--- src/common/instr_exec_pkg.sv ---
/*
  Constants, types and opcode layout for the return/rotate execution block.
  Assumes a 14-bit instruction word and an 8-bit data path.
*/
// Summary of operation
// - irq return pops the stack into the program counter, two cycles.
// - irq return sets global irq allow, bit 7; no status flags change.
// - return literal loads its 8-bit literal into the accumulator, flags untouched.
// - return literal pops the stack into the program counter, two cycles.
// - plain return pops stack into program counter; flags, irq enable untouched; two cycles.
// - rotate left through carry; old carry to bit 0, bit 7 to carry.
// - destination bit 0 writes accumulator, 1 writes back the file register.
package instr_exec_pkg;

  localparam int INSTR_W = 14;
  localparam int DATA_W  = 8;
  localparam int PC_W    = 13;
  localparam int FADDR_W = 7;

  typedef logic [INSTR_W-1:0] instr_t;
  typedef logic [DATA_W-1:0]  data_t;
  typedef logic [PC_W-1:0]    pc_t;
  typedef logic [FADDR_W-1:0] faddr_t;

  // ------------------------------------------------------------------
  // instruction layout
  // ------------------------------------------------------------------
  localparam int OPC_MSB   = 13;
  localparam int OPC_LSB   = 8;
  localparam int DEST_BIT  = 7;
  localparam int FADDR_MSB = 6;
  localparam int LIT_MSB   = 7;

  // opcode values are arbitrary
  localparam logic [5:0] OPC_MISC   = 6'h00;
  localparam logic [5:0] OPC_RETLIT = 6'h30;
  localparam logic [5:0] OPC_ROTL   = 6'h20;
  localparam data_t      SUB_IDLE   = 8'h00;
  localparam data_t      SUB_RET    = 8'h01;
  localparam data_t      SUB_IRQRET = 8'h02;

  // position of the irq enable inside the irq control register
  localparam int IRQ_ALLOW_BIT = 7;

  // ------------------------------------------------------------------
  // reset values
  // ------------------------------------------------------------------
  localparam pc_t   PC_RST    = 13'h0000;
  localparam data_t ACC_RST   = 8'h00;
  localparam logic  CARRY_RST = 1'b0;
  localparam logic  IRQ_ALLOW_RST = 1'b0;
  localparam pc_t   PC_STEP   = 13'h0001;

  typedef enum logic [2:0] {
    OP_IDLE    = 3'b000,
    OP_RET     = 3'b001,
    OP_IRQRET  = 3'b010,
    OP_RETLIT  = 3'b011,
    OP_ROTL    = 3'b100,
    OP_FOREIGN = 3'b101
  } op_e;

  typedef enum logic {
    ST_EXEC  = 1'b0,
    ST_FLUSH = 1'b1
  } exec_state_e;

endpackage : instr_exec_pkg

--- src/common/rot_if.sv ---
/*
  Carrier between the execution block and its rotate unit.
  Assumes both ends sit on the same clock; purely combinational path.
*/
`timescale 1ns/1ps
interface rot_if;
  import instr_exec_pkg::*;
  data_t src;
  logic  carry_in;
  data_t result;
  logic  carry_out;

  modport unit (input src, input carry_in, output result, output carry_out);
  modport user (output src, output carry_in, input result, input carry_out);
endinterface : rot_if

--- src/rtl/rotate_unit.sv ---
/*
  Rotate-left-through-carry datapath.
  Assumes the caller registers the result and the new carry.
*/
`timescale 1ns/1ps
module rotate_unit (
  rot_if.unit r
);
  import instr_exec_pkg::*;

  // ------------------------------------------------------------------
  // rotate
  // ------------------------------------------------------------------
  always_comb begin
    r.result    = {r.src[DATA_W-2:0], r.carry_in};
    r.carry_out = r.src[DATA_W-1];
  end

endmodule : rotate_unit

--- src/rtl/return_rotate_instr_exec.sv ---
/*
  Executes idle, return, irq return, return-with-literal and rotate-left
  through carry. Holds the program counter, accumulator, carry flag and the
  global irq enable.
  Assumes a combinational file-register read port and a return stack whose
  top entry is valid whenever a return is presented.
*/
`timescale 1ns/1ps
module return_rotate_instr_exec (
  // clock and reset
  input  wire logic                  clk_sys,
  input  wire logic                  rst_n,
  // instruction issue
  input  wire logic                  instr_valid,
  input  wire instr_exec_pkg::instr_t instr,
  output logic                       instr_ready,
  output logic                       foreign_op,
  // return stack
  input  wire instr_exec_pkg::pc_t   stack_top_entry,
  output logic                       stack_pop,
  // file register read
  output instr_exec_pkg::faddr_t     file_raddr,
  input  wire instr_exec_pkg::data_t file_rdata,
  // file register write
  output logic                       file_we,
  output instr_exec_pkg::faddr_t     file_waddr,
  output instr_exec_pkg::data_t      file_wdata,
  // interrupt entry
  input  wire logic                  irq_entry,
  // core state
  output instr_exec_pkg::pc_t        pc,
  output instr_exec_pkg::data_t      acc,
  output logic                       carry,
  output logic                       global_irq_allow,
  output instr_exec_pkg::data_t      irq_control_reg
);
  import instr_exec_pkg::*;

  // ------------------------------------------------------------------
  // decode
  // ------------------------------------------------------------------
  function automatic op_e decode_op(input instr_t iw);
    op_e op;
    op = OP_FOREIGN;
    if (iw[OPC_MSB:OPC_LSB] == OPC_MISC) begin
      if (iw[LIT_MSB:0] == SUB_IDLE) begin
        op = OP_IDLE;
      end else if (iw[LIT_MSB:0] == SUB_RET) begin
        op = OP_RET;
      end else if (iw[LIT_MSB:0] == SUB_IRQRET) begin
        op = OP_IRQRET;
      end
    end else if (iw[OPC_MSB:OPC_LSB] == OPC_RETLIT) begin
      op = OP_RETLIT;
    end else if (iw[OPC_MSB:OPC_LSB] == OPC_ROTL) begin
      op = OP_ROTL;
    end
    return op;
  endfunction : decode_op

  op_e         op;
  logic        take;
  exec_state_e state_reg;
  exec_state_e state_next;
  pc_t         pc_reg;
  pc_t         pc_next;
  data_t       acc_reg;
  data_t       acc_next;
  logic        carry_reg;
  logic        carry_next;
  logic        irq_allow_reg;
  logic        irq_allow_next;
  logic        we_reg;
  logic        we_next;
  faddr_t      waddr_reg;
  faddr_t      waddr_next;
  data_t       wdata_reg;
  data_t       wdata_next;

  rot_if rot ();

  rotate_unit u_rotate (
    .r (rot.unit)
  );

  assign op          = decode_op(instr);
  assign instr_ready = (state_reg == ST_EXEC);
  assign take        = instr_valid && instr_ready;
  assign file_raddr  = instr[FADDR_MSB:0];
  assign rot.src     = file_rdata;
  assign rot.carry_in = carry_reg;

  // ------------------------------------------------------------------
  // handshake outputs
  // ------------------------------------------------------------------
  always_comb begin
    stack_pop  = take && (op == OP_RET || op == OP_IRQRET || op == OP_RETLIT);
    foreign_op = take && (op == OP_FOREIGN);
  end

  // ------------------------------------------------------------------
  // sequencing: two-cycle ops spend a flush cycle after the pop
  // ------------------------------------------------------------------
  always_comb begin
    state_next = ST_EXEC;
    unique case (state_reg)
      ST_EXEC: begin
        if (stack_pop) begin
          state_next = ST_FLUSH;
        end
      end
      ST_FLUSH: begin
        state_next = ST_EXEC;
      end
    endcase
  end

  always_ff @(posedge clk_sys) begin
    if (!rst_n) begin
      state_reg <= ST_EXEC;
    end else begin
      state_reg <= state_next;
    end
  end

  // ------------------------------------------------------------------
  // program counter
  // ------------------------------------------------------------------
  always_comb begin
    pc_next = pc_reg;
    if (take) begin
      if (stack_pop) begin
        pc_next = stack_top_entry;
      end else begin
        pc_next = pc_reg + PC_STEP;
      end
    end
  end

  always_ff @(posedge clk_sys) begin
    if (!rst_n) begin
      pc_reg <= PC_RST;
    end else begin
      pc_reg <= pc_next;
    end
  end

  // ------------------------------------------------------------------
  // accumulator and carry
  // ------------------------------------------------------------------
  always_comb begin
    acc_next   = acc_reg;
    carry_next = carry_reg;
    if (take && op == OP_RETLIT) begin
      acc_next = instr[LIT_MSB:0];
    end
    if (take && op == OP_ROTL) begin
      carry_next = rot.carry_out;
      if (!instr[DEST_BIT]) begin
        acc_next = rot.result;
      end
    end
  end

  always_ff @(posedge clk_sys) begin
    if (!rst_n) begin
      acc_reg   <= ACC_RST;
      carry_reg <= CARRY_RST;
    end else begin
      acc_reg   <= acc_next;
      carry_reg <= carry_next;
    end
  end

  // ------------------------------------------------------------------
  // global irq enable: set by irq return wins over entry clear
  // ------------------------------------------------------------------
  always_comb begin
    irq_allow_next = irq_allow_reg;
    if (irq_entry) begin
      irq_allow_next = 1'b0;
    end
    if (take && op == OP_IRQRET) begin
      irq_allow_next = 1'b1;
    end
  end

  always_ff @(posedge clk_sys) begin
    if (!rst_n) begin
      irq_allow_reg <= IRQ_ALLOW_RST;
    end else begin
      irq_allow_reg <= irq_allow_next;
    end
  end

  // ------------------------------------------------------------------
  // file register write-back
  // ------------------------------------------------------------------
  always_comb begin
    we_next    = 1'b0;
    waddr_next = waddr_reg;
    wdata_next = wdata_reg;
    if (take && op == OP_ROTL && instr[DEST_BIT]) begin
      we_next    = 1'b1;
      waddr_next = instr[FADDR_MSB:0];
      wdata_next = rot.result;
    end
  end

  always_ff @(posedge clk_sys) begin
    if (!rst_n) begin
      we_reg    <= 1'b0;
      waddr_reg <= '0;
      wdata_reg <= ACC_RST;
    end else begin
      we_reg    <= we_next;
      waddr_reg <= waddr_next;
      wdata_reg <= wdata_next;
    end
  end

  // ------------------------------------------------------------------
  // outputs
  // ------------------------------------------------------------------
  always_comb begin
    pc               = pc_reg;
    acc              = acc_reg;
    carry            = carry_reg;
    global_irq_allow = irq_allow_reg;
    irq_control_reg  = '0;
    irq_control_reg[IRQ_ALLOW_BIT] = irq_allow_reg;
    file_we          = we_reg;
    file_waddr       = waddr_reg;
    file_wdata       = wdata_reg;
  end

endmodule : return_rotate_instr_exec

--- config.mk ---
export PLATFORM = sky130hd
export DESIGN_NAME = return_rotate_instr_exec
export DESIGN_NICKNAME = d
export VERILOG_FILES = /design/src/common/instr_exec_pkg.sv /design/src/common/rot_if.sv /design/src/rtl/rotate_unit.sv /design/src/rtl/return_rotate_instr_exec.sv
export SDC_FILE = /design/constraint.sdc
export NUM_CORES = 1
export LEC_CHECK = 0
export BUFFER_PORTS_ARGS = -buffer_cell sky130_fd_sc_hd__buf_2
export CORE_MARGIN = 4
export CORE_UTILIZATION = 50
export DETAILED_ROUTE_END_ITERATION = 8
export PLACE_DENSITY = 0.85
export RECOVER_POWER = 25
export REMOVE_ABC_BUFFERS = 1
export SYNTH_ARGS = -nofsm -noshare
export SYNTH_HDL_FRONTEND = slang
export SYNTH_SLANG_ARGS = --single-unit
--- constraint.sdc ---
create_clock -name clk_sys -period 5.1 [get_ports clk_sys]
set_input_delay 0 -clock clk_sys [delete_from_list [all_inputs] [get_ports clk_sys]]
set_output_delay 0 -clock clk_sys [all_outputs]
set_load 0.02 [all_outputs]
==> After elaboration in Yosys (flattened, before gate mapping) <==
Cells that the tools add are included.
{ "totals": {"ff_bits": 40, "latchBits": 0, "ram_bits": 0, "rom_bits": 0, "output_inout_bits": 57, "mem_count": 0} }
{ "op_classes": {"addsub": 1, "mul": 0, "div": 0, "order_cmp": 0, "eq_ne": 9, "shift": 0, "mux": 15, "n_bitwise": 1, "reduce_logical": 12} }
{ "op_table": {"columns": ["op", "count"], "rows": [
  ["2-to-1 mux 8 bit", 3],
  ["2-to-1 mux 3 bit", 5],
  ["adder 13 x 1 -> 13 bit (second input constant)", 1],
  ["2-to-1 mux 13 bit", 1],
  ["== test 6 bit (second input constant)", 2],
  ["== test 8 x 1 -> 1 bit (second input constant)", 1],
  ["== test 8 x 2 -> 1 bit (second input constant)", 1],
  ["zero test 8 bit", 1],
  ["logical AND 1 bit", 7],
  ["== test 3 x 2 -> 1 bit (second input constant)", 2],
  ["== test 3 bit (second input constant)", 2],
  ["zero test 6 bit", 1],
  ["2-to-1 mux 1 bit", 5],
  ["== test 3 x 1 -> 1 bit (second input constant)", 1],
  ["logical OR 1 bit", 2],
  ["case mux 1 bit (2 select lines)", 1],
  ["nonzero test 2 bit", 1],
  ["NOT 1 bit", 1]
]} }

==> Longest topological paths before layout <==
{ "depth": {"word_depth": 11, "ltp_mapped": 8, "ltp_nobuf": 7} }

==> Hierarchy <==
From an unflattened synthesis, not the netlist that was laid out.
{ "unflattened": {"hier_cells": 262, "area_unflattened_um2": 2130.8} }
{ "by_module_without_submodules": {"columns": ["mod", "instances", "cells_per_inst", "area_each_um2", "seq_area_each_um2"], "rows": [
  ["return_rotate_instr_exec", 1, 253, 2063.2, 800.8],
  ["rotate_unit", 1, 9, 67.6, 0.0]
]} }

==> Least setup slack after synthesis <==
OpenSTA, ideal clock, no wires.
{ "synth_timing": {"kind": "input -> register", "from": "input instr[9]", "to": "register waddr_reg[1] (netlist: file_waddr[1])", "arrival_ns": 1.708, "t_required_ns": 4.966, "slack_ns": 3.258, "cell_stages": 8, "path_cell_list": "or4_4 > buf_6 > or4_4 > or2_1 > buf_6 > buf_8 > nand2_2 > a21oi_1"} }
{ "synth_via": {"elab_chain_len": 7} }
{ "synth_lines": {"columns": ["item", "line_no", "source"], "rows": [
  ["from (decl)", "return_rotate_instr_exec.sv:15", "input wire instr_exec_pkg::instr_t instr,"],
  ["== test 6 bit", "return_rotate_instr_exec.sv:55", "end else if (iw[OPC_MSB:OPC_LSB] == OPC_ROTL) begin"],
  ["2-to-1 mux 1 bit", "return_rotate_instr_exec.sv:55", null],
  ["2-to-1 mux 3 bit", "return_rotate_instr_exec.sv:53", "end else if (iw[OPC_MSB:OPC_LSB] == OPC_RETLIT) begin"],
  ["2-to-1 mux 3 bit *", "return_rotate_instr_exec.sv:45", "if (iw[OPC_MSB:OPC_LSB] == OPC_MISC) begin"],
  ["== test 3 bit *", "return_rotate_instr_exec.sv:203", "if (take && op == OP_ROTL && instr[DEST_BIT]) begin"],
  ["logical AND 1 bit * (2 in series)", "return_rotate_instr_exec.sv:203", null],
  ["to (signal assigned)", "return_rotate_instr_exec.sv:217", "waddr_reg <= waddr_next;"],
  ["to (decl)", "return_rotate_instr_exec.sv:75", "faddr_t waddr_reg;"]
]} }
Every way passes the cells marked *; elsewhere a longest branch is shown, timed or not.
A chain may end at the register's enable or synchronous reset.

==> Final worst setup path <==
{ "layout_timing": {"from": "input instr[4]", "to": "output stack_pop"} }
{ "layout_via": {"elab_chain_len": 9} }
{ "layout_lines": {"columns": ["item", "line_no", "source"], "rows": [
  ["== test 8 x 2 -> 1 bit", "return_rotate_instr_exec.sv:50", "end else if (iw[LIT_MSB:0] == SUB_IRQRET) begin"],
  ["2-to-1 mux 3 bit", "return_rotate_instr_exec.sv:50", null],
  ["2-to-1 mux 3 bit", "return_rotate_instr_exec.sv:48", "end else if (iw[LIT_MSB:0] == SUB_RET) begin"],
  ["2-to-1 mux 3 bit *", "return_rotate_instr_exec.sv:46", "if (iw[LIT_MSB:0] == SUB_IDLE) begin"],
  ["2-to-1 mux 3 bit *", "return_rotate_instr_exec.sv:45", null],
  ["== test 3 x 1 -> 1 bit or == test 3 x 2 -> 1 bit (tied branches)", "return_rotate_instr_exec.sv:97", "stack_pop = take && (op == OP_RET || op == OP_IRQRET || op == OP_RETLIT);"],
  ["logical OR 1 bit", "return_rotate_instr_exec.sv:97", null],
  ["logical OR 1 bit *", "return_rotate_instr_exec.sv:97", null],
  ["logical AND 1 bit *", "return_rotate_instr_exec.sv:97", null],
  ["to (decl)", "return_rotate_instr_exec.sv:20", "output logic stack_pop,"]
]} }
Marked as above.

==> results.cfg <==
[synth]
synth_top_area_share = 0.3881
synth_top_area_cell = dfxtp_1
ys_ff_latch = 40
synth_edf_count = 0
ys_seq_area_frac = 0.3881
syn_inst = 253
synth_cell_types = 44
synthesis.area_mm2 = 0.002063
ys.warnings.count = 0
async_flop_share = 0
avgSynthCellArea_um2 = 8.155
ys_top_cells_by_area = dfxtp_1 39%, mux2i_1 7.3%, nand2_1 7.1%
ys.flop_type = dfxtp_1

[worst_setup_path]
critPathCaptureType = primary output
cp_top_family = simple AND/OR/NAND/NOR gates
critical_path.startpoint_type = primary input
crit_chain = dlygate4sd3_1 > buf_2 > nor4_1 > a41oi_1 > nor2_1 > nand2_1 > inv_1 > buf_2
cp_max_fo = 7
cp_slowest_cell = dlygate4sd3_1
critPathMaxStageDelay_ps = 520
crit_top_cell = buf_2
worstPathArrival_ps = 2390
crit_required_ps = 5100
crit_buf_inv = 4
criticalPathCategory = in -> out

[finish]
regArea_um2 = 800.8
fin_nets = 387
fin_area_mm2 = 0.002686
multi_input_area_mm2 = 0.001069
diodes = 0
fillers = 344
largest_register_ffs = 13
area_growth_pct = 30.20
fin_util = 0.6716
drive_above_1_share = 0.2644

[detailed_routing]
wl_met3_um = 484
ant_nets = 0
wirelength_met1_um = 2464
wl_um = 6003
viasPerCell = 5.565
wl_per_cell_um = 15.08
routed.top_layer = met4
dr.pass1.iters = 4
dr_wl_met2_um = 2905
vias = 2215
drt_iter0_markers = 192
drcViolationCount = 0

[power]
swShare = 0.2460
p_leak_nw = 1.139
fin_total_pwr_mw = 0.6709
p_sw_mw = 0.1650
internal_power_mw = 0.5058
power_frac_seq = 0.474
ir_drop_mv = 0.1593
pwr-share-clk = 0.414
power.density_mw_per_mm2 = 249.7
pwr-share-comb = 0.112

[clock_tree]
post_cts_buffers = 0
cts_tree = built
cts-buffers-inserted = 5
clk_path_buf_depth = 2
cts_num_sinks = 40
ctsHoldBuffers = 19
ctsHtreeMaxLevel = 2
cts_resized = 0
clk_pin_slew_ps = 70
clock_latency_ps = 300
root_buffer = clkbuf_8

[grt]
grt_max_degree = 32
antenna_found_initial = 0
grtUsageTotal = 0.2316
grt_pass1_wl_um = 9501
grt_pass1_vias = 2000
grt-ovfl-total = 0

[run_status]
status = finished clean

[sta]
worst_pin_slew_ps = 952.0
fin_crit_ps = 2386
min_period_over_period = 0.4678
finalClockSkew_ps = 5.207
slew_headroom = 0.3647
rsz0062_at_grt = no
hold_violations = 0
setup_violations = 0
tns_ps = 0
slew_viol_final = 0
max_clock_freq_mhz = 419.2

[placement]
dpl.hpwl_um = 4062
portBuffers = 88
gp_congestion = 0.8471
place_area_mm2 = 0.002402

[min_path]
worstHoldPathType = in -> reg

[die]
fp-row-count = 23
io_pins = 96
core_region_area_mm2 = 0.004000
dieHeight_um = 72.24
fp.dieW_um = 72.24
die_area_mm2 = 0.005218
initial_core_util = 0.5158

[run]
drv_cap = 0
-- placed cells by master, fill, tap and decap left out, types with 10 or more instances in the layout --
| cell | count |
|---|---|
| clkbuf_1 | 22 |
| a21oi_1 | 19 |
| nor2_1 | 19 |
| nand2_1 | 39 |
| a211oi_1 | 10 |
| dlygate4sd3_1 | 19 |
| mux2i_1 | 15 |
| dfxtp_1 | 40 |
| buf_2 | 66 |
-- final timing paths --
check / start / endpoint / slack [ps] / cells past startpoint
worst min-delay path: stack_top_entry[6] / pc[6]$_SDFFE_PN0P_ / 4 / 3
worst min register to register: file_wdata[3]$_SDFFE_PN0P_ / file_wdata[3]$_SDFFE_PN0P_ / 460 / 2
worst max-delay path: instr[4] / stack_pop / 2710 / 8
worst max register to register: state_reg$_SDFF_PP0_ / file_waddr[5]$_SDFFE_PN0P_ / 2860 / 5
-- cell usage after synthesis (2+ instances only) --
master     n
nand3_1    5
nand4_1    3
a211oi_1  10
buf_6      2
buf_2      2
a21oi_1   19
nor3_1     6
buf_4     16
o22ai_1    4
inv_1      8
or2_2      3
dfxtp_1   40
a31oi_1    4
a221oi_1   2
nand2_2    9
clkbuf_1   5
nor4_1     5
nand2_1   39
o21ai_0    9
nor2b_1    2
nor2_2     3
or4_4      2
or3_1      2
mux2i_1   15
nor2_1    19
-- final cells by class --
cell class	count	area share
repair buffers	107	0.2245
inverters	8	0.01118
well taps	50	0.02329
flip-flops and latches	40	0.2981
multi-input cells	185	0.3978
clock buffers	6	0.03074
clock inverters	2	0.01444
-- routing by layer --
metal,vias up,track usage
li1,1060,-
met1,1034,0.2885
met2,107,0.3852
met3,14,0.05679
met4,0,0.08768
met5,-,0
-- power groups by stage --
| stage | clock network [mW] | logic [mW] | registers [mW] |
|---|---|---|---|
| 3_5_place_dp | 0 | 0.0629 | 0.325 |
| 3_3_place_gp | 0 | 0.0625 | 0.325 |
| 5_1_grt | 0.292 | 0.0822 | 0.318 |
| 2_1_floorplan | 0 | 0.0243 | 0.328 |
| 6_report | 0.277 | 0.0755 | 0.318 |
| 4_1_cts | 0.279 | 0.0745 | 0.318 |
-- worst register-to-register path: cells and delay by family, from the launching register on --
family           cells  cell delay [ps]
AND/OR/NAND/NOR      4             1680
flip-flops           1              340
AO/OA/AOI/OAI        1               80
-- cells by family after synthesis --
group                      Yosys count  share of synthesized area
AOI/OAI and AO/OA                   57                     0.1740
adders and majority gates            1                   0.006063
muxes                               15                    0.07277
buffers and inverters               34                     0.1049
xor gates and xnor gates             1                   0.004246
DFF                                 40                     0.3881
other                                1                   0.001818
and+or+nand+nor                    104                     0.2480
-- metrics by stage --
step	cells	hold slack [ps]	worst slack, ps
4_1_cts	398	0.6629	2717
6_report	398	3.604	2714
3_5_place_dp	371	263.0	2891
3_3_place_gp	371	257.9	2976
2_1_floorplan	233	0	3173
5_1_grt	398	5.597	2501
(Power assumes the default switching activity.)
